**config.mk**
```make
export PLATFORM = sky130hd
export DESIGN_NAME = srtc_top
export DESIGN_NICKNAME = d
export VERILOG_FILES = /design/src/design/srtc_pkg.sv /design/src/design/srtc_top.sv
export SDC_FILE = /design/constraint.sdc
export NUM_CORES = 1
export LEC_CHECK = 0
export ABC_CLOCK_PERIOD_IN_PS = 3200
export BUFFER_PORTS_ARGS = -buffer_cell sky130_fd_sc_hd__buf_2
export CAP_MARGIN = 5
export CORE_MARGIN = 4
export CORE_UTILIZATION = 50
export DETAILED_ROUTE_END_ITERATION = 6
export PLACE_DENSITY = 0.67
export SLEW_MARGIN = 20
export SYNTH_ARGS = -nofsm -noshare
export SYNTH_HDL_FRONTEND = slang
export SYNTH_SLANG_ARGS = --single-unit
```
**constraint.sdc**
```tcl
create_clock -name pclk -period 3.2 [get_ports pclk]
set_clock_uncertainty 0.15 [all_clocks]
set_input_delay 0.16 -clock pclk [delete_from_list [all_inputs] [get_ports pclk]]
set_output_delay 0.16 -clock pclk [all_outputs]
set_load 0.1 [all_outputs]
```
**src/design/srtc_pkg.sv**
```systemverilog
package srtc_pkg;
    // Register indices; the byte address is four times the index.
    localparam logic [7:0] IDX_RAM_LAST = 8'h1f;
    localparam logic [7:0] IDX_SEC = 8'h20;
    localparam logic [7:0] IDX_YEAR = 8'h26;
    localparam logic [7:0] IDX_ASEC = 8'h28;
    localparam logic [7:0] IDX_AHR = 8'h2a;
    localparam logic [7:0] IDX_STAT = 8'h30;
    localparam logic [7:0] IDX_CCR = 8'h31;
    localparam logic [7:0] IDX_ICR = 8'h32;
    localparam logic [1:0] IDX_LSB = 2'h2;
    // Hours field layout.
    localparam int HR_12H_BIT = 7;
    localparam int HR_PM_BIT = 5;
    localparam logic [4:0] HR_11 = 5'h11;
    localparam logic [4:0] HR_12 = 5'h12;
    localparam logic [4:0] HR_01 = 5'h01;
    // BCD limits of the calendar chain.
    localparam logic [7:0] BCD_59 = 8'h59;
    localparam logic [7:0] BCD_23 = 8'h23;
    localparam logic [7:0] BCD_12 = 8'h12;
    localparam logic [7:0] BCD_99 = 8'h99;
    localparam logic [7:0] BCD_07 = 8'h07;
    localparam logic [7:0] BCD_00 = 8'h00;
    localparam logic [7:0] BCD_01 = 8'h01;
    // Reset value of the seven time counters, seconds in the low byte.
    localparam logic [55:0] TM_RST = 56'h00_01_01_01_00_00_00;
    // Status register bits.
    localparam int ST_AL_BIT = 0;
    localparam int ST_FTU_BIT = 4;
    localparam int ST_WD_BIT = 6;
    localparam logic [7:0] ST_RST = 8'h10;
    // Timebase: line divides, divider width and the watchdog tap below the top.
    localparam logic [5:0] LINE_DIV50 = 6'h31;
    localparam logic [5:0] LINE_DIV60 = 6'h3b;
    localparam int DIV_W = 22;
    localparam int WD_TAP_DOWN = 6;
    // Watchdog: trips on the second 64 Hz tick, 15.6 to 31.3 ms.
    localparam int WD_RESET_MIN_US = 15600;
    localparam logic [1:0] WD_TRIP = 2'h2;
    localparam logic [1:0] POR_SETTLE = 2'h3;

    typedef struct packed {
        logic start;
        logic line_sel;
        logic [1:0] xsel;
        logic line60;
        logic [2:0] freq;
    } srtc_ccr_t;

    typedef struct packed {
        logic wd_en;
        logic pd;
        logic psense;
        logic al_en;
        logic [3:0] per;
    } srtc_icr_t;

    typedef enum logic [1:0] {
        PW_POR = 2'b00,
        PW_OFF = 2'b01,
        PW_ON = 2'b10
    } srtc_pw_t;
endpackage : srtc_pkg

```
**src/design/srtc_top.sv**
```systemverilog
`timescale 1ns/100ps
// Summary of operation
// - Latch supply mode from voltage sense at reset.
// - Single supply enables all outputs after reset.
// - Single supply: sense low pulls processor reset.
// - Single supply: sense low-high ends power-down.
// - Battery mode: outputs low until supply above battery.
// - Battery mode: supply drop disables outputs again.
// - Calendar advances on prescaled oscillator one-second tick.
// - Mains input divided by 50 or 60 instead.
// - Twelve/24 hour format, AM/PM toggles each 12 hours.
// - All counters hold BCD, hours carry format bits.
// - Hours bit 7 selects 12h, bit 5 means PM.
// - Time counters sit at indices 20h to 26h.
// - Indices 00h to 1Fh reach the 32-byte RAM.
// - Low five index bits pick the RAM byte.
// - Alarm fires when seconds, minutes, hours all match.
// - Interrupt pulls low only with alarm enable set.
// - Alarm sets the status alarm flag.
// - Missed watchdog gives reset pulse, status bit 6.
// - Clock control low bits pick square-wave rate.
// - Power-down forces the square-wave output low.
// - Control registers read-write, status register read-only.
// - Interrupt control bit 6 starts power-down.
// - Interrupt stays low until status register is read.
// - Any interrupt ends power-down and restores outputs.
module srtc_top
    import srtc_pkg::*;
(
    input wire logic pclk,
    input wire logic presetn,
    input wire logic psel,
    input wire logic penable,
    input wire logic pwrite,
    input wire logic [11:0] paddr,
    input wire logic [31:0] pwdata,
    output logic [31:0] prdata,
    output logic pready,
    output logic pslverr,
    input wire logic osc_tick,
    input wire logic line_in,
    input wire logic ce,
    input wire logic system_voltage_sense,
    input wire logic system_voltage_sense_above_batt,
    output logic supply_enable_output,
    output logic square_wave_output,
    output logic processor_reset_output_o,
    output logic processor_reset_output_oe,
    output logic irq_o,
    output logic irq_oe
);
    // One BCD step with wrap from max to lo; bit 8 is the carry.
    function automatic logic [8:0] bcd_inc(input logic [7:0] v,
                                           input logic [7:0] max,
                                           input logic [7:0] lo);
        logic [7:0] n;
        n = (v[3:0] == 4'h9) ? {v[7:4] + 4'h1, 4'h0} : v + 8'h01;
        return (v == max) ? {1'b1, lo} : {1'b0, n};
    endfunction : bcd_inc

    // Last day of the month; BCD years divisible by four are leap.
    function automatic logic [7:0] month_end(input logic [7:0] mon,
                                             input logic [7:0] yr);
        logic leap;
        leap = yr[4] ? (yr[3:0] == 4'h2 || yr[3:0] == 4'h6)
                     : (yr[1:0] == 2'h0 && !yr[3]) || yr[3:0] == 4'h8;
        case (mon)
            8'h02: return leap ? 8'h29 : 8'h28;
            8'h04, 8'h06, 8'h09, 8'h11: return 8'h30;
            default: return 8'h31;
        endcase
    endfunction : month_end

    // Divider tap giving a 1 Hz square wave for each crystal choice.
    function automatic logic [4:0] xtal_top(input logic [1:0] xsel);
        case (xsel)
            2'h0: return 5'h0e;
            2'h1: return 5'h13;
            2'h2: return 5'h14;
            default: return 5'h15;
        endcase
    endfunction : xtal_top

    logic [7:0] ram_q [32];
    logic [7:0] tm_q [7];
    logic [7:0] tm_d [7];
    logic [7:0] al_q [3];
    logic [7:0] stat_q;
    srtc_ccr_t ccr_q;
    srtc_icr_t icr_q;
    srtc_pw_t pw_q;
    logic mode_single_q;
    logic [1:0] por_cnt_q;
    logic [1:0] vs_sync_q;
    logic [1:0] ab_sync_q;
    logic vs_s;
    logic ab_s;
    logic vs_low_seen_q;
    logic [DIV_W-1:0] div_q;
    logic [5:0] line_cnt_q;
    logic line_q;
    logic sec_tick;
    logic tick_q;
    logic alarm_hit;
    logic int_pend_q;
    logic ce_q;
    logic wd_tap_q;
    logic [1:0] wd_cnt_q;
    logic wd_fire;
    logic wd_pulse_q;
    logic [7:0] idx;
    logic acc;
    logic wr;
    logic rd_stat;
    logic mapped;
    logic [7:0] rdata;
    logic [4:0] top;
    logic [8:0] c [7];
    logic [4:0] hr12;
    logic [8:0] hc;

    assign idx = paddr[9:2];
    assign acc = psel && penable && pready;
    assign wr = acc && pwrite && !pslverr;
    assign rd_stat = acc && !pwrite && idx == IDX_STAT;
    assign top = xtal_top(ccr_q.xsel);

    // Unmapped indices answer with an error and read as zero.
    always_comb begin
        mapped = paddr[11:10] == 2'h0 && paddr[1:0] == 2'h0;
        rdata = 8'h00;
        if (idx <= IDX_RAM_LAST) begin
            rdata = ram_q[idx[4:0]];
        end else if (idx >= IDX_SEC && idx <= IDX_YEAR) begin
            rdata = tm_q[3'(idx - IDX_SEC)];
        end else if (idx >= IDX_ASEC && idx <= IDX_AHR) begin
            rdata = al_q[2'(idx - IDX_ASEC)];
        end else if (idx == IDX_STAT) begin
            rdata = stat_q;
        end else if (idx == IDX_CCR) begin
            rdata = ccr_q;
        end else if (idx == IDX_ICR) begin
            rdata = icr_q;
        end else begin
            mapped = 1'b0;
        end
    end

    // Zero-wait slave: read data is registered in the setup cycle.
    always_ff @(posedge pclk or negedge presetn) begin
        if (!presetn) begin
            pready <= 1'b0;
            pslverr <= 1'b0;
            prdata <= 32'h0000_0000;
        end else begin
            pready <= psel && !penable;
            pslverr <= psel && !penable && !mapped;
            if (psel && !penable) begin
                // Unmapped or misaligned requests read as zero.
                prdata <= {24'h00_0000, mapped ? rdata : 8'h00};
            end
        end
    end

    always_ff @(posedge pclk or negedge presetn) begin
        if (!presetn) begin
            vs_sync_q <= 2'h0;
            ab_sync_q <= 2'h0;
        end else begin
            vs_sync_q <= {vs_sync_q[0], system_voltage_sense};
            ab_sync_q <= {ab_sync_q[0], system_voltage_sense_above_batt};
        end
    end
    assign vs_s = vs_sync_q[1];
    assign ab_s = ab_sync_q[1];

    always_ff @(posedge pclk) begin
        if (wr && idx <= IDX_RAM_LAST) begin
            ram_q[idx[4:0]] <= pwdata[7:0];
        end
    end

    // Control registers; power-down lives in the interrupt control.
    always_ff @(posedge pclk or negedge presetn) begin
        if (!presetn) begin
            ccr_q <= '0;
            icr_q <= '0;
        end else begin
            if (wr && idx == IDX_CCR) begin
                ccr_q <= pwdata[7:0];
            end
            if (wr && idx == IDX_ICR) begin
                icr_q <= pwdata[7:0];
            end else if (icr_q.pd) begin
                if (alarm_hit && icr_q.al_en) begin
                    icr_q.pd <= 1'b0;
                end else if (mode_single_q && vs_low_seen_q && vs_s) begin
                    icr_q.pd <= 1'b0;
                end else if (!mode_single_q && pw_q == PW_OFF && ab_s) begin
                    icr_q.pd <= 1'b0;
                end
            end
        end
    end

    // Remembers a low sense level seen during power-down.
    always_ff @(posedge pclk or negedge presetn) begin
        if (!presetn) begin
            vs_low_seen_q <= 1'b0;
        end else begin
            vs_low_seen_q <= icr_q.pd && (vs_low_seen_q || !vs_s);
        end
    end

    // mode latch
    // Waits for the synchroniser to fill before trusting the level.
    always_ff @(posedge pclk or negedge presetn) begin
        if (!presetn) begin
            por_cnt_q <= 2'h0;
            mode_single_q <= 1'b0;
            pw_q <= PW_POR;
        end else begin
            case (pw_q)
                PW_POR: begin
                    por_cnt_q <= por_cnt_q + 2'h1;
                    if (por_cnt_q == POR_SETTLE) begin
                        mode_single_q <= vs_s;
                        pw_q <= vs_s ? PW_ON : PW_OFF;
                    end
                end
                PW_OFF: begin
                    if (mode_single_q || ab_s) begin
                        pw_q <= PW_ON;
                    end
                end
                PW_ON: begin
                    if (!mode_single_q && !ab_s) begin
                        pw_q <= PW_OFF;
                    end
                end
                default: pw_q <= PW_POR;
            endcase
        end
    end

    always_ff @(posedge pclk or negedge presetn) begin
        if (!presetn) begin
            div_q <= '0;
            line_cnt_q <= 6'h00;
            line_q <= 1'b0;
        end else begin
            line_q <= line_in;
            if (osc_tick) begin
                div_q <= (div_q[top] && &(div_q | ~((DIV_W'(1) << top)
                         - DIV_W'(1)))) ? '0 : div_q + DIV_W'(1);
            end
            if (line_in && !line_q) begin
                if (line_cnt_q == (ccr_q.line60 ? LINE_DIV60
                                                : LINE_DIV50)) begin
                    line_cnt_q <= 6'h00;
                end else begin
                    line_cnt_q <= line_cnt_q + 6'h01;
                end
            end
        end
    end

    // The second ends when the chosen divider wraps, stop gates it.
    assign sec_tick = ccr_q.start && (ccr_q.line_sel
        ? (line_in && !line_q && line_cnt_q == (ccr_q.line60
           ? LINE_DIV60 : LINE_DIV50))
        : (osc_tick && div_q[top] && &(div_q | ~((DIV_W'(1) << top)
           - DIV_W'(1)))));

    always_comb begin
        hr12 = tm_q[2][4:0];
        if (hr12 == HR_12) begin
            hc = {1'b0, tm_q[2][7:5], HR_01};
        end else if (hr12 == HR_11) begin
            hc = {tm_q[2][HR_PM_BIT], tm_q[2][7:6],
                  ~tm_q[2][HR_PM_BIT], HR_12};
        end else begin
            hc = {1'b0, tm_q[2][7:5], 5'(bcd_inc({3'h0, hr12},
                  BCD_59, BCD_00))};
        end
        c[0] = bcd_inc(tm_q[0], BCD_59, BCD_00);
        c[1] = bcd_inc(tm_q[1], BCD_59, BCD_00);
        c[2] = tm_q[2][HR_12H_BIT] ? hc : bcd_inc(tm_q[2], BCD_23, BCD_00);
        c[3] = bcd_inc(tm_q[3], BCD_07, BCD_01);
        c[4] = bcd_inc(tm_q[4], month_end(tm_q[5], tm_q[6]), BCD_01);
        c[5] = bcd_inc(tm_q[5], BCD_12, BCD_01);
        c[6] = bcd_inc(tm_q[6], BCD_99, BCD_00);
        tm_d[0] = c[0][7:0];
        tm_d[1] = c[0][8] ? c[1][7:0] : tm_q[1];
        tm_d[2] = (c[0][8] && c[1][8]) ? c[2][7:0] : tm_q[2];
        tm_d[3] = (c[0][8] && c[1][8] && c[2][8]) ? c[3][7:0] : tm_q[3];
        tm_d[4] = (c[0][8] && c[1][8] && c[2][8]) ? c[4][7:0] : tm_q[4];
        tm_d[5] = (c[0][8] && c[1][8] && c[2][8] && c[4][8])
                  ? c[5][7:0] : tm_q[5];
        tm_d[6] = (c[0][8] && c[1][8] && c[2][8] && c[4][8] && c[5][8])
                  ? c[6][7:0] : tm_q[6];
    end

    // BCD time counters
    // A software write wins over the tick in the same cycle.
    for (genvar i = 0; i < 7; i++) begin : g_tm
        always_ff @(posedge pclk or negedge presetn) begin
            if (!presetn) begin
                tm_q[i] <= TM_RST[8*i +: 8];
            end else if (wr && idx == IDX_SEC + 8'(i)) begin
                tm_q[i] <= pwdata[7:0];
            end else if (sec_tick) begin
                tm_q[i] <= tm_d[i];
            end
        end
    end

    // Alarm latches, written only by software.
    for (genvar i = 0; i < 3; i++) begin : g_al
        always_ff @(posedge pclk or negedge presetn) begin
            if (!presetn) begin
                al_q[i] <= 8'h00;
            end else if (wr && idx == IDX_ASEC + 8'(i)) begin
                al_q[i] <= pwdata[7:0];
            end
        end
    end

    // alarm compare
    // Checked once per second, after the counters have moved.
    always_ff @(posedge pclk or negedge presetn) begin
        if (!presetn) begin
            tick_q <= 1'b0;
        end else begin
            tick_q <= sec_tick;
        end
    end
    assign alarm_hit = tick_q && tm_q[0] == al_q[0] && tm_q[1] == al_q[1]
                       && tm_q[2][5:0] == al_q[2][5:0];

    // watchdog
    // Counts 64 Hz ticks since the last chip-enable edge.
    always_ff @(posedge pclk or negedge presetn) begin
        if (!presetn) begin
            ce_q <= 1'b0;
            wd_tap_q <= 1'b0;
            wd_cnt_q <= 2'h0;
            wd_pulse_q <= 1'b0;
        end else begin
            ce_q <= ce;
            wd_tap_q <= div_q[5'(top - 5'(WD_TAP_DOWN))];
            if (!icr_q.wd_en || ce != ce_q || wd_fire) begin
                wd_cnt_q <= 2'h0;
            end else if (div_q[5'(top - 5'(WD_TAP_DOWN))] && !wd_tap_q) begin
                wd_cnt_q <= wd_cnt_q + 2'h1;
            end
            if (wd_fire) begin
                wd_pulse_q <= 1'b1;
            end else if (div_q[5'(top - 5'(WD_TAP_DOWN))] && !wd_tap_q) begin
                wd_pulse_q <= 1'b0;
            end
        end
    end
    assign wd_fire = icr_q.wd_en && wd_cnt_q == WD_TRIP;

    // status flags
    // A new event in the reading cycle survives the clearing read.
    always_ff @(posedge pclk or negedge presetn) begin
        if (!presetn) begin
            stat_q <= ST_RST;
            int_pend_q <= 1'b0;
        end else begin
            if (rd_stat) begin
                stat_q <= 8'h00;
            end
            if (alarm_hit) begin
                stat_q[ST_AL_BIT] <= 1'b1;
            end
            if (wd_fire) begin
                stat_q[ST_WD_BIT] <= 1'b1;
            end
            int_pend_q <= (alarm_hit && icr_q.al_en)
                          || (int_pend_q && !rd_stat);
        end
    end

    // Output pins; the open-drain pins pull low when enabled.
    always_ff @(posedge pclk or negedge presetn) begin
        if (!presetn) begin
            supply_enable_output <= 1'b0;
            square_wave_output <= 1'b0;
            processor_reset_output_oe <= 1'b1;
            irq_oe <= 1'b0;
        end else begin
            supply_enable_output <= pw_q == PW_ON && !icr_q.pd;
            square_wave_output <= pw_q == PW_ON && !icr_q.pd
                && ccr_q.freq != 3'h0
                && div_q[5'(top - 5'(3'h7 - ccr_q.freq))];
            processor_reset_output_oe <= pw_q != PW_ON || icr_q.pd
                || (mode_single_q && !vs_s) || wd_pulse_q;
            irq_oe <= int_pend_q;
        end
    end
    assign processor_reset_output_o = 1'b0;
    assign irq_o = 1'b0;
endmodule : srtc_top

```
==> metrics.md, run 1 <==
| Metric | Value |
|---|---|
| Worst Setup End Kind | `flip-flop` |
| Final #Nets | `1,754` |
| Post-synth cell types | `82` |
| Lkg Pwr | `8.72 nW` |
| GR Overflow Total | `0` |
| Die height | `209 um` |
| Multi-input gate area in the final layout | `7920 um2` |
| Core Rows | `73` |
| Fill count | `3,193` |
| Worst setup path category | `flip-flop to flip-flop` |
| 1st-iter DRT viols | `1,447` |
| Placer Congestion | `1.04` |
| EDFF count, synth | `256` |
| Crit path launch type | `flip-flop` |
| Sw frac | `24.5%` |
| Tmin final | `2970 ps` |
| Vias in the first global route | `13,431` |
| Status | `finished clean` |
| Combinational power share | `8.3%` |
| Buffers on Ports | `43` |
| Main combinational cell family by area after synthesis | `multiplexers` |
| FF+latch count, synth | `415` |
| Final ANT Viol Nets | `0` |
| Syn. warnings | `0` |
| Pwr Density | `531 nW/um2` |
| Worst path required time | `3540 ps` |
| Critical path peak fanout | `13` |
| RSZ-0062 raised after global routing | `false` |
| Endpoints failing hold | `0` |
| Avg Inst Size Synth | `12.9 um2` |
| Psw | `2.98 mW` |
| Area Growth Syn to Fin | `13.3%` |
| Post-route setup TNS | `0 ps` |
| Top_reg_cell synth | `edfxtp_1` |
| Initial antenna violation count | `0` |
| Slew @ Worst Pin | `1090 ps` |
| Post-synthesis compound-gate area fraction | `8.02%` |
| Async set-reset flop share out of synthesis | `38.3%` |
| Register area share after synthesis | `57.8%` |
| Via-to-Cell Ratio | `6.03` |
| Simple-Gate Fraction of Synth Area | `12.2%` |
| Die width | `209 um` |
| Final setup fails | `0` |
| DRC viols | `0` |
| Share of layout cells above drive strength 1 | `21.1%` |
| Final wirelength | `51,000 um` |
| Synth Area in Adders | `1.90%` |
| Diodes inserted | `0` |
| Final HPWL DP | `33,600 um` |
| Non-Filler Instances | `2,229` |
| Worst VDD drop | `0.494 mV` |
| Global Route Usage Sum | `23.3%` |
| Achievable clock frequency | `336 MHz` |
| Worst Reg-to-Reg Cells | `9` |
| Worst Path Arrival | `3310 ps` |
| Hold/Removal Path Class | `input port to flip-flop` |
| Routed via count | `13,445` |
| Flop pwr share | `49.0%` |
| Post-Syn Instances | `1,566` |
| Max Cap Violations | `0` |
| Largest net degree at the start of global routing | `73` |
| Mux share of post-synthesis cell area | `14.0%` |
| H-tree depth | `2` |
| Die area | `43,700 um2` |
| Part of the power in the clock network | `42.7%` |
| Internal | `9.17 mW` |
| CTS Buf Count | `44` |
| Max clock buf depth | `3` |
| Clock Latency Late Sink | `590 ps` |
| Core area | `39,800 um2` |
| Clk root buf | `clkbuf_16` |
| Hold depth | `4` |
| Post-CTS Resized | `0` |
| Sequential standard cell area | `11,700 um2` |
| Initial core utilization | `50.7%` |
| Max-slew headroom | `27.3%` |
| IO Count | `94` |
| Synth Cell Area | `20,200 um2` |
| Placed Instances | `2,137` |
| Pre-Repair DR Iteration Count | `5` |
| Drt wl/cell | `22.9 um` |
| Most frequent cells in the layout | `256 x edfxtp_1, 154 x dfrtp_1, 152 x nor2_1, 129 x nand2_1, 92 x buf_4` |
| Clock Pin Slew Worst Setup and Hold Paths | `70 ps` |
| Post-Synth XOR/XNOR Area | `2.56%` |
| Commonest non-fill, non-tap cell in the layout | `edfxtp_1` |
| Final slew viol count | `0` |
| CTS tree | `built` |
| First-pass GRT wire length | `79,500 um` |
| Clk sinks | `415` |
| Tcrit/Tclk final | `92.9%` |
-- through the flow --
stage	area (um2)	util, %	hold WS (ps)	worst slack, ps	power [mW]
after floorplan	20300	-	-286	48.6	6.76
after global placement	21300	53.5	97.6	283	7.03
after detailed placement	21300	53.5	93.2	237	7.06
after CTS	22900	57.5	0.498	225	12.3
after global routing	22900	57.5	54.9	3.38	12.6
final	22900	57.5	46.5	226	12.1
-- power by group through the flow --
stage	Clock [mW]	Sequential, mW	Combinational [mW]
after floorplan	0	6.12	0.636
after global placement	0	6.05	0.980
after detailed placement	0	6.06	1.00
after CTS	5.30	5.95	1.02
after global routing	5.53	5.97	1.10
final	5.18	5.95	1.01
-- repair_timing --
| action | in CTS | in global routing |
|---|---|---|
| endpoints found under the hold margin | 114 | 0 |
| hold buffers | 12 | 0 |
| setup buffers | 0 | 0 |
| endpoints found under the setup margin | 0 | 0 |
-- worst paths after layout --
path	endpoint	slack, ps	startpoint
min	prdata[0]$_DFFE_PN0P_	50	paddr[8]
max reg2reg	tm_q[6]$_DFFE_PN0P_	230	tm_q[41]$_DFFE_PN0P_
max	tm_q[6]$_DFFE_PN0P_	230	tm_q[41]$_DFFE_PN0P_
min in group asynchronous	tm_q[3]$_DFFE_PN0P_	60	presetn
max in group asynchronous	tm_q[24]$_DFFE_PN1P_	1950	presetn
min reg2reg	ab_sync_q[1]$_DFF_PN0_	210	ab_sync_q[0]$_DFF_PN0_
-- kinds of logic after synthesis --
logic type | count (synthesis)
other | 1
XOR/XNOR | 59
buffers and inverters | 147
AND/OR/NAND/NOR | 491
multiplexers | 164
AO/OA/AOI/OAI | 259
flip-flops | 415
adder cells (fa/ha/maj) | 30
-- cell type report --
type / instances / share of cell area [%]
sequential: 415 / 51.0
multi-input combinational: 1029 / 34.6
clock buffer: 56 / 5.31
timing repair buffer: 147 / 4.60
tap: 525 / 2.87
clock inverter: 24 / 1.11
inverter: 33 / 0.541
-- routing by layer --
metal | share of wire [%] | wire length [um] | up-vias | global-route usage, %
li1 | - | - | 6050 | -
met4 | 3.6 | 1820 | 0 | 8.33
met5 | 0 | 0 | - | 0
met3 | 7.0 | 3590 | 115 | 4.70
met1 | 42 | 21400 | 6783 | 32.3
met2 | 47 | 24100 | 497 | 37.3
-- state kept, by name, indices dropped and copies added (netlist names), 2 cells and up --
register and count:
ram_q 256, tm_q 51, al_q 24, div_q 22, ccr_q 8, icr_q 8
prdata 8, line_cnt_q 6, hr12 5, stat_q 3, ab_sync_q 2, por_cnt_q 2
pw_q 2, vs_sync_q 2, wd_cnt_q 2
-- critical path, cell delays in order (launching register included) --
cell and delay [ps]:
dfrtp_1 450, inv_1 100, ha_1 190, nor2b_4 190, nand2_1 110, or3_1 440
a211oi_4 310, nand3_2 270, or4_1 520, a31oi_1 160
-- Yosys cell counts, types with 14 or more instances --
cell type / n / area share, %
a211oi_1: 15 / 0.56
a21oi_1: 71 / 1.8
a31oi_1: 18 / 0.56
buf_4: 33 / 1.2
clkbuf_1: 55 / 1.0
dfrtp_1: 154 / 19
edfxtp_1: 256 / 38
ha_1: 29 / 1.8
inv_1: 33 / 0.61
mux2_2: 34 / 1.9
mux2i_1: 39 / 1.9
mux4_2: 91 / 10
nand2_1: 129 / 2.4
nand3_1: 41 / 1.0
nand4_1: 16 / 0.50
nor2_1: 152 / 2.8
nor2b_1: 16 / 0.50
nor3_1: 25 / 0.62
o21ai_0: 69 / 1.7
o22ai_1: 14 / 0.43
xnor2_1: 30 / 1.3
xor2_1: 29 / 1.3
No activity file was read; power rests on OpenSTA's default activity.
==> inputs of run 2 (changes only) <==
--- a/config.mk
+++ b/config.mk
@@ -5,12 +5,14 @@
 export SDC_FILE = /design/constraint.sdc
 export NUM_CORES = 1
 export LEC_CHECK = 0
-export ABC_CLOCK_PERIOD_IN_PS = 3200
+export ABC_CLOCK_PERIOD_IN_PS = 3300
 export BUFFER_PORTS_ARGS = -buffer_cell sky130_fd_sc_hd__buf_2
 export CAP_MARGIN = 5
 export CORE_MARGIN = 4
 export CORE_UTILIZATION = 50
+export CTS_CLUSTER_DIAMETER = 40
 export DETAILED_ROUTE_END_ITERATION = 6
+export HOLD_SLACK_MARGIN = 0.1
 export PLACE_DENSITY = 0.67
 export SLEW_MARGIN = 20
 export SYNTH_ARGS = -nofsm -noshare
==> constraint.sdc (replaced) <==
create_clock -name pclk -period 3.3 [get_ports pclk]
set_clock_uncertainty 0.15 [all_clocks]
set_input_delay 0.165 -clock pclk [delete_from_list [all_inputs] [get_ports pclk]]
set_output_delay 0.165 -clock pclk [all_outputs]
set_load 0.1 [all_outputs]
==> run 2 against run 1 <==
Net effect: critical path depth is the same; largest cell class unchanged; critical endpoint unchanged; count of clock-buffer cells in the layout grew 14; non-clock buffer count rose by 13.
==> metrics.md, run 2 (same netlist as run 1, synthesis figures left out) <==
| Metric | Value |
|---|---|
| Worst Setup End Kind | `flip-flop (unchanged)` |
| Final #Nets | `1,779 (was 1,754)` |
| Non-Filler Instances | `2,268 (was 2,229)` |
| Met2 wire length | `25,200 um (was 24,100 um)` |
| IO Count | `94 (unchanged)` |
| Power Total | `13.3 mW (was 12.1 mW)` |
| Diodes inserted | `0 (unchanged)` |
| Tcrit/Tclk final | `90.1% (was 92.9%)` |
| 1st-iter DRT viols | `1,502 (was 1,447)` |
| Slew @ Worst Pin | `1100 ps (was 1090 ps)` |
| Metal-1 WL | `21,900 um (was 21,400 um)` |
| Final slew viol count | `0 (unchanged)` |
| Final setup fails | `0 (unchanged)` |
| Final wirelength | `51,900 um (was 51,000 um)` |
| Lkg Pwr | `9.04 nW (was 8.72 nW)` |
| Max reg flops | `256 (unchanged)` |
| Worst path required time | `3670 ps (was 3540 ps)` |
| Worst Path Arrival | `3340 ps (was 3310 ps)` |
| Clk sinks | `415 (unchanged)` |
| Die width | `209 um (unchanged)` |
| Buffers on Ports | `43 (unchanged)` |
| Drt wl/cell | `22.9 um (about the same)` |
| Fin area | `23,600 um2 (was 22,900 um2)` |
| Hold/Removal Path Class | `input port to flip-flop (unchanged)` |
| Max Cap Violations | `0 (unchanged)` |
| H-tree depth | `2 (unchanged)` |
| Postcts setup bufs | `0 (unchanged)` |
| Most frequent cells in the layout | `256 x edfxtp_1, 154 x dfrtp_1, 152 x nor2_1, 129 x nand2_1, 92 x buf_4 (unchanged)` |
| Clk root buf | `clkbuf_16 (unchanged)` |
| Worst setup path category | `flip-flop to flip-flop (unchanged)` |
| R2R setup slack | `330 ps (was 230 ps)` |
| Endpoints failing hold | `0 (unchanged)` |
| WHS | `136 ps (was 46.5 ps)` |
| Vias in the first global route | `13,446 (was 13,431)` |
| Largest net degree at the start of global routing | `64 (was 73)` |
| Pre-Repair DR Iteration Count | `5 (unchanged)` |
| Dpl cell area | `21,300 um2 (about the same)` |
| Top Layer Used | `met4 (unchanged)` |
| Commonest non-fill, non-tap cell in the layout | `edfxtp_1 (unchanged)` |
| Tmin final | `2970 ps (about the same)` |
| Max-slew headroom | `26.7% (was 27.3%)` |
| Dpl ws | `167 ps (was 237 ps)` |
| Die area | `43,700 um2 (unchanged)` |
| Placer Congestion | `0.957 (was 1.04)` |
| Core area | `39,800 um2 (unchanged)` |
| Final ANT Viol Nets | `0 (unchanged)` |
| Routed via count | `13,584 (was 13,445)` |
| First-pass GRT wire length | `80,100 um (was 79,500 um)` |
| Pwr Density | `561 nW/um2 (was 531 nW/um2)` |
| Global Route Usage Sum | `23.5% (was 23.3%)` |
| Status | `finished clean (unchanged)` |
| Final HPWL DP | `33,700 um (was 33,600 um)` |
| Post-route setup TNS | `0 ps (unchanged)` |
| Max clock buf depth | `3 (unchanged)` |
| Fill count | `3,130 (was 3,193)` |
| CTS Buf Count | `56 (was 44)` |
| Worst VDD drop | `0.505 mV (was 0.494 mV)` |
| RSZ-0062 raised after global routing | `false (unchanged)` |
| DRC viols | `0 (unchanged)` |
| Clock Pin Slew Worst Setup and Hold Paths | `60 ps (was 70 ps)` |
| Setup ws final | `327 ps (was 226 ps)` |
| Die height | `209 um (unchanged)` |
| Core Rows | `73 (unchanged)` |
| Initial antenna violation count | `0 (unchanged)` |
| Critical path peak fanout | `13 (unchanged)` |
| Achievable clock frequency | `336 MHz (about the same)` |
| GR Overflow Total | `0 (unchanged)` |
| Area Growth Syn to Fin | `16.9% (was 13.3%)` |
| Share of layout cells above drive strength 1 | `22.4% (was 21.1%)` |
| Crit path launch type | `flip-flop (unchanged)` |
| Initial core utilization | `50.7% (unchanged)` |
| CTS tree | `built (unchanged)` |
| Met3 wire length | `3180 um (was 3590 um)` |
| Final core utilization | `59.3% (was 57.5%)` |
| Clock Latency Late Sink | `590 ps (about the same)` |
| Via-to-Cell Ratio | `5.99 (was 6.03)` |
| Placed Instances | `2,138 (was 2,137)` |
-- run 2: timing repair --
action	CTS	global route
setup endpoints to repair	0	7
gates resized for setup	0	1
hold endpoints to repair	215	0
hold buffers	24	0
-- run 2: path summary, 6_finish.rpt --
| check | depth (start not counted) | endpoint | startpoint |
|---|---|---|---|
| min | 3 | tm_q[10]$_DFFE_PN0P_ | pwdata[2] |
| min reg2reg | 0 | ab_sync_q[1]$_DFF_PN0_ | ab_sync_q[0]$_DFF_PN0_ |
| min in group asynchronous | 3 | vs_sync_q[0]$_DFF_PN0_ | presetn |
| max | 9 | tm_q[6]$_DFFE_PN0P_ | tm_q[53]$_DFFE_PN0P_ |
| max reg2reg | 9 | tm_q[6]$_DFFE_PN0P_ | tm_q[53]$_DFFE_PN0P_ |
| max in group asynchronous | 4 | div_q[13]$_DFFE_PN0P_ | presetn |
-- run 2: power by group --
group | total, mW | switching, mW | internal, mW
combinational | 1.00 | 0.679 | 0.323
sequential | 5.78 | 0.128 | 5.65
clock | 6.48 | 2.40 | 4.08
total | 13.3 | 3.20 | 10.1
-- run 2: worst max-delay path, stage by stage (launching register included) --
cell	delay, ps
dfrtp_1	490
inv_1	100
ha_1	130
and2_1	210
and4bb_4	290
nand4_4	160
a211oi_4	370
nand3_2	280
or4_1	550
a31oi_1	170
-- run 2: metal layers --
layer,global-route usage [%],vias up
met4,7.76,0
li1,-,6117
met5,0,-
met2,38.2,531
met1,32.7,6846
met3,3.96,90
-- run 2: final cells by class --
type / instances / area (um2) / area share (%)
inverter: 33 / 124 / 0.524
multi-input combinational: 1029 / 7920 / 33.5
tap: 525 / 657 / 2.78
sequential: 415 / 11700 / 49.4
clock inverter: 36 / 494 / 2.09
clock buffer: 70 / 1550 / 6.55
timing repair buffer: 160 / 1200 / 5.10
==> inputs of run 3 (changes only) <==
==> config.mk (replaced) <==
export PLATFORM = sky130hd
export DESIGN_NAME = srtc_top
export DESIGN_NICKNAME = d
export VERILOG_FILES = /design/src/design/srtc_pkg.sv /design/src/design/srtc_top.sv
export SDC_FILE = /design/constraint.sdc
export NUM_CORES = 1
export LEC_CHECK = 0
export ABC_CLOCK_PERIOD_IN_PS = 3010
export BUFFER_PORTS_ARGS = -buffer_cell sky130_fd_sc_hd__buf_2
export CAP_MARGIN = 5
export CELL_PAD_IN_SITES_DETAIL_PLACEMENT = 0
export CELL_PAD_IN_SITES_GLOBAL_PLACEMENT = 2
export CORE_MARGIN = 4
export CORE_UTILIZATION = 44
export CTS_CLUSTER_DIAMETER = 40
export DETAILED_ROUTE_END_ITERATION = 6
export HOLD_SLACK_MARGIN = 0.1
export PLACE_DENSITY_LB_ADDON = 0.1
export SYNTH_ARGS = -nofsm -noshare
export SYNTH_HDL_FRONTEND = slang
export SYNTH_SLANG_ARGS = --single-unit
==> constraint.sdc (replaced) <==
create_clock -name pclk -period 3.01 [get_ports pclk]
set_clock_uncertainty 0.15 [all_clocks]
set_input_delay 0.1505 -clock pclk [delete_from_list [all_inputs] [get_ports pclk]]
set_output_delay 0.1505 -clock pclk [all_outputs]
set_load 0.1 [all_outputs]
==> run 3 against run 2 <==
Net effect: critical path depth rose by 1; wire length up 6.9%; critical path type unchanged; final cell count up 6.1%; via count fell by 0.61%; combinational power grew 17%; sequential share of layout area decreased by 1.3 points; sequential cell count is the same; design area rose by 2.8%; global-route usage shrank 1.1 points.
==> metrics.md, run 3 (same netlist as run 1, synthesis figures left out) <==
| Metric | Value |
|---|---|
| Status | `finished clean (unchanged)` |
| Core area | `45,400 um2 (was 39,800 um2)` |
| Initial antenna violation count | `0 (unchanged)` |
| Final ANT Viol Nets | `0 (unchanged)` |
| Max-slew headroom | `24.8% (was 26.7%)` |
| Pre-Repair DR Iteration Count | `5 (unchanged)` |
| Hold/Removal Path Class | `input port to flip-flop (unchanged)` |
| Die width | `222 um (was 209 um)` |
| Core Rows | `78 (was 73)` |
| IO Count | `94 (unchanged)` |
| Die area | `49,400 um2 (was 43,700 um2)` |
| Global Route Usage Sum | `22.4% (was 23.5%)` |
| GR Overflow Total | `0 (unchanged)` |
| Fill count | `3,902 (was 3,130)` |
| Clock Pin Slew Worst Setup and Hold Paths | `50 ps (was 60 ps)` |
| Placer Congestion | `0.832 (was 0.957)` |
| Dpl cell area | `21,700 um2 (was 21,300 um2)` |
| Peak per-stage delay on the critical path | `490 ps (was 550 ps)` |
| Worst path required time | `3360 ps (was 3670 ps)` |
| Sequential standard cell area | `11,700 um2 (about the same)` |
| Lkg Pwr | `9.35 nW (was 9.04 nW)` |
| Worst setup path category | `flip-flop to flip-flop (unchanged)` |
| Final slew viol count | `0 (unchanged)` |
| Fin area | `24,300 um2 (was 23,600 um2)` |
| Most frequent cells in the layout | `256 x edfxtp_1, 153 x dfrtp_1, 152 x nor2_1, 138 x buf_4, 129 x nand2_1 (was 256 x edfxtp_1, 154 x dfrtp_1, 152 x nor2_1, 129 x nand2_1, 92 x buf_4)` |
| Critical path peak fanout | `13 (unchanged)` |
| Largest net degree at the start of global routing | `79 (was 64)` |
| CTS Buf Count | `66 (was 56)` |
| Pwr Density | `621 nW/um2 (was 561 nW/um2)` |
| Tmin final | `2830 ps (was 2970 ps)` |
| Drt wl/cell | `23.0 um (was 22.9 um)` |
| WHS | `142 ps (was 136 ps)` |
| Final setup fails | `0 (unchanged)` |
| 1st-iter DRT viols | `1,194 (was 1,502)` |
| Achievable clock frequency | `354 MHz (was 336 MHz)` |
| Crit path cell chain | `inv_1 -> ha_1 -> nor3b_1 -> a22oi_1 -> nor4_1 -> mux2i_1 -> buf_4 -> nand3_4 -> or4_1 -> a31oi_1 (was inv_1 -> ha_1 -> and2_1 -> and4bb_4 -> nand4_4 -> a211oi_4 -> nand3_2 -> or4_1 -> a31oi_1)` |
| Worst Path Arrival | `3170 ps (was 3340 ps)` |
| Initial core utilization | `44.5% (was 50.7%)` |
| Die height | `222 um (was 209 um)` |
| Critical-path top delay cell | `or4_1 (unchanged)` |
| Non-Filler Instances | `2,407 (was 2,268)` |
| Placed Instances | `2,256 (was 2,138)` |
| Power Total | `15.1 mW (was 13.3 mW)` |
| DRC viols | `0 (unchanged)` |
| Final #Nets | `1,836 (was 1,779)` |
| Final HPWL DP | `37,100 um (was 33,700 um)` |
| Tcrit/Tclk final | `93.9% (was 90.1%)` |
| Worst VDD drop | `0.484 mV (was 0.505 mV)` |
| Area Growth Syn to Fin | `20.1% (was 16.9%)` |
| Vias in the first global route | `13,652 (was 13,446)` |
| Clock Latency Late Sink | `590 ps (about the same)` |
| First-pass GRT wire length | `84,700 um (was 80,100 um)` |
| Endpoints failing hold | `0 (unchanged)` |
| Routed via count | `13,501 (was 13,584)` |
| Slew @ Worst Pin | `1130 ps (was 1100 ps)` |
| Final wirelength | `55,400 um (was 51,900 um)` |
| Crit path launch type | `flip-flop (unchanged)` |
| Worst Setup End Kind | `flip-flop (unchanged)` |
| Max reg flops | `256 (unchanged)` |
| H-tree depth | `3 (was 2)` |
| Commonest non-fill, non-tap cell in the layout | `edfxtp_1 (unchanged)` |
| Share of layout cells above drive strength 1 | `24.6% (was 22.4%)` |
| Buffers on Ports | `43 (unchanged)` |
| Max clock buf depth | `3 (unchanged)` |
| Clk root buf | `clkbuf_16 (unchanged)` |
| Clk sinks | `415 (unchanged)` |
| CTS tree | `built (unchanged)` |
| Multi-input gate area in the final layout | `7930 um2 (was 7920 um2)` |
| Max Cap Violations | `0 (unchanged)` |
| Via-to-Cell Ratio | `5.61 (was 5.99)` |
run 3: metal layers:
metal | GRT usage [%] | wire (um) | vias up
met2 | 35.3 | 25800 | 371
met5 | 0 | 0 | -
met1 | 32.3 | 25300 | 6803
met4 | 6.24 | 1100 | 0
met3 | 4.29 | 3240 | 77
li1 | - | - | 6250
run 3: power breakdown:
part / leakage [nW] / switching (mW) / internal, mW
Clock: 1.08 / 2.78 / 4.80
Combinational: 3.85 / 0.787 / 0.387
Sequential: 4.42 / 0.117 / 6.20
run 3: worst max-delay path, delay by kind of cell (launching register included):
| family | cells | cell delay [ps] |
|---|---|---|
| muxes | 1 | 290 |
| buffers and inverters | 2 | 270 |
| adders and majority gates | 1 | 170 |
| and+or+nand+nor | 4 | 1170 |
| DFF | 1 | 370 |
| AOI/OAI and AO/OA | 2 | 320 |
run 3: worst paths after layout:
| path | start | slack [ps] | cells after the start | to |
|---|---|---|---|---|
| max in group asynchronous | presetn | 1650 | 4 | tm_q[8]$_DFFE_PN1P_ |
| min in group asynchronous | presetn | 560 | 3 | stat_q[4]$_DFFE_PN1P_ |
| setup reg to reg | tm_q[13]$_DFFE_PN0P_ | 180 | 10 | tm_q[6]$_DFFE_PN0P_ |
| hold / removal | paddr[4] | 140 | 4 | ram_q[18][2]$_DFFE_PP_ |
| setup / recovery | tm_q[13]$_DFFE_PN0P_ | 180 | 10 | tm_q[6]$_DFFE_PN0P_ |
| hold reg to reg | ab_sync_q[0]$_DFF_PN0_ | 200 | 0 | ab_sync_q[1]$_DFF_PN0_ |
run 3: what timing repair did:
action	in CTS	in global routing
setup buffers	0	2
gates resized for setup	0	1
endpoints found under the setup margin	0	7
hold endpoints to repair	305	0
hold buffers	26	0
run 3: metrics by stage:
step,utilization [%],TNS [ps],setup WS [ps]
2_1_floorplan,-,0,31.1
3_3_place_gp,47.9,0,56.6
3_5_place_dp,47.9,0,34.0
4_1_cts,53.4,0,1.34
5_1_grt,53.5,-9.32,-5.35
6_report,53.5,0,184
run 3: area by class of cell:
type | instances | area share (%)
inverter | 33 | 0.510
clock buffer | 84 | 7.59
clock inverter | 38 | 1.63
antenna | 1 | 0.0103
sequential | 415 | 48.1
multi-input combinational | 1029 | 32.7
timing repair buffer | 207 | 6.41
tap | 600 | 3.09
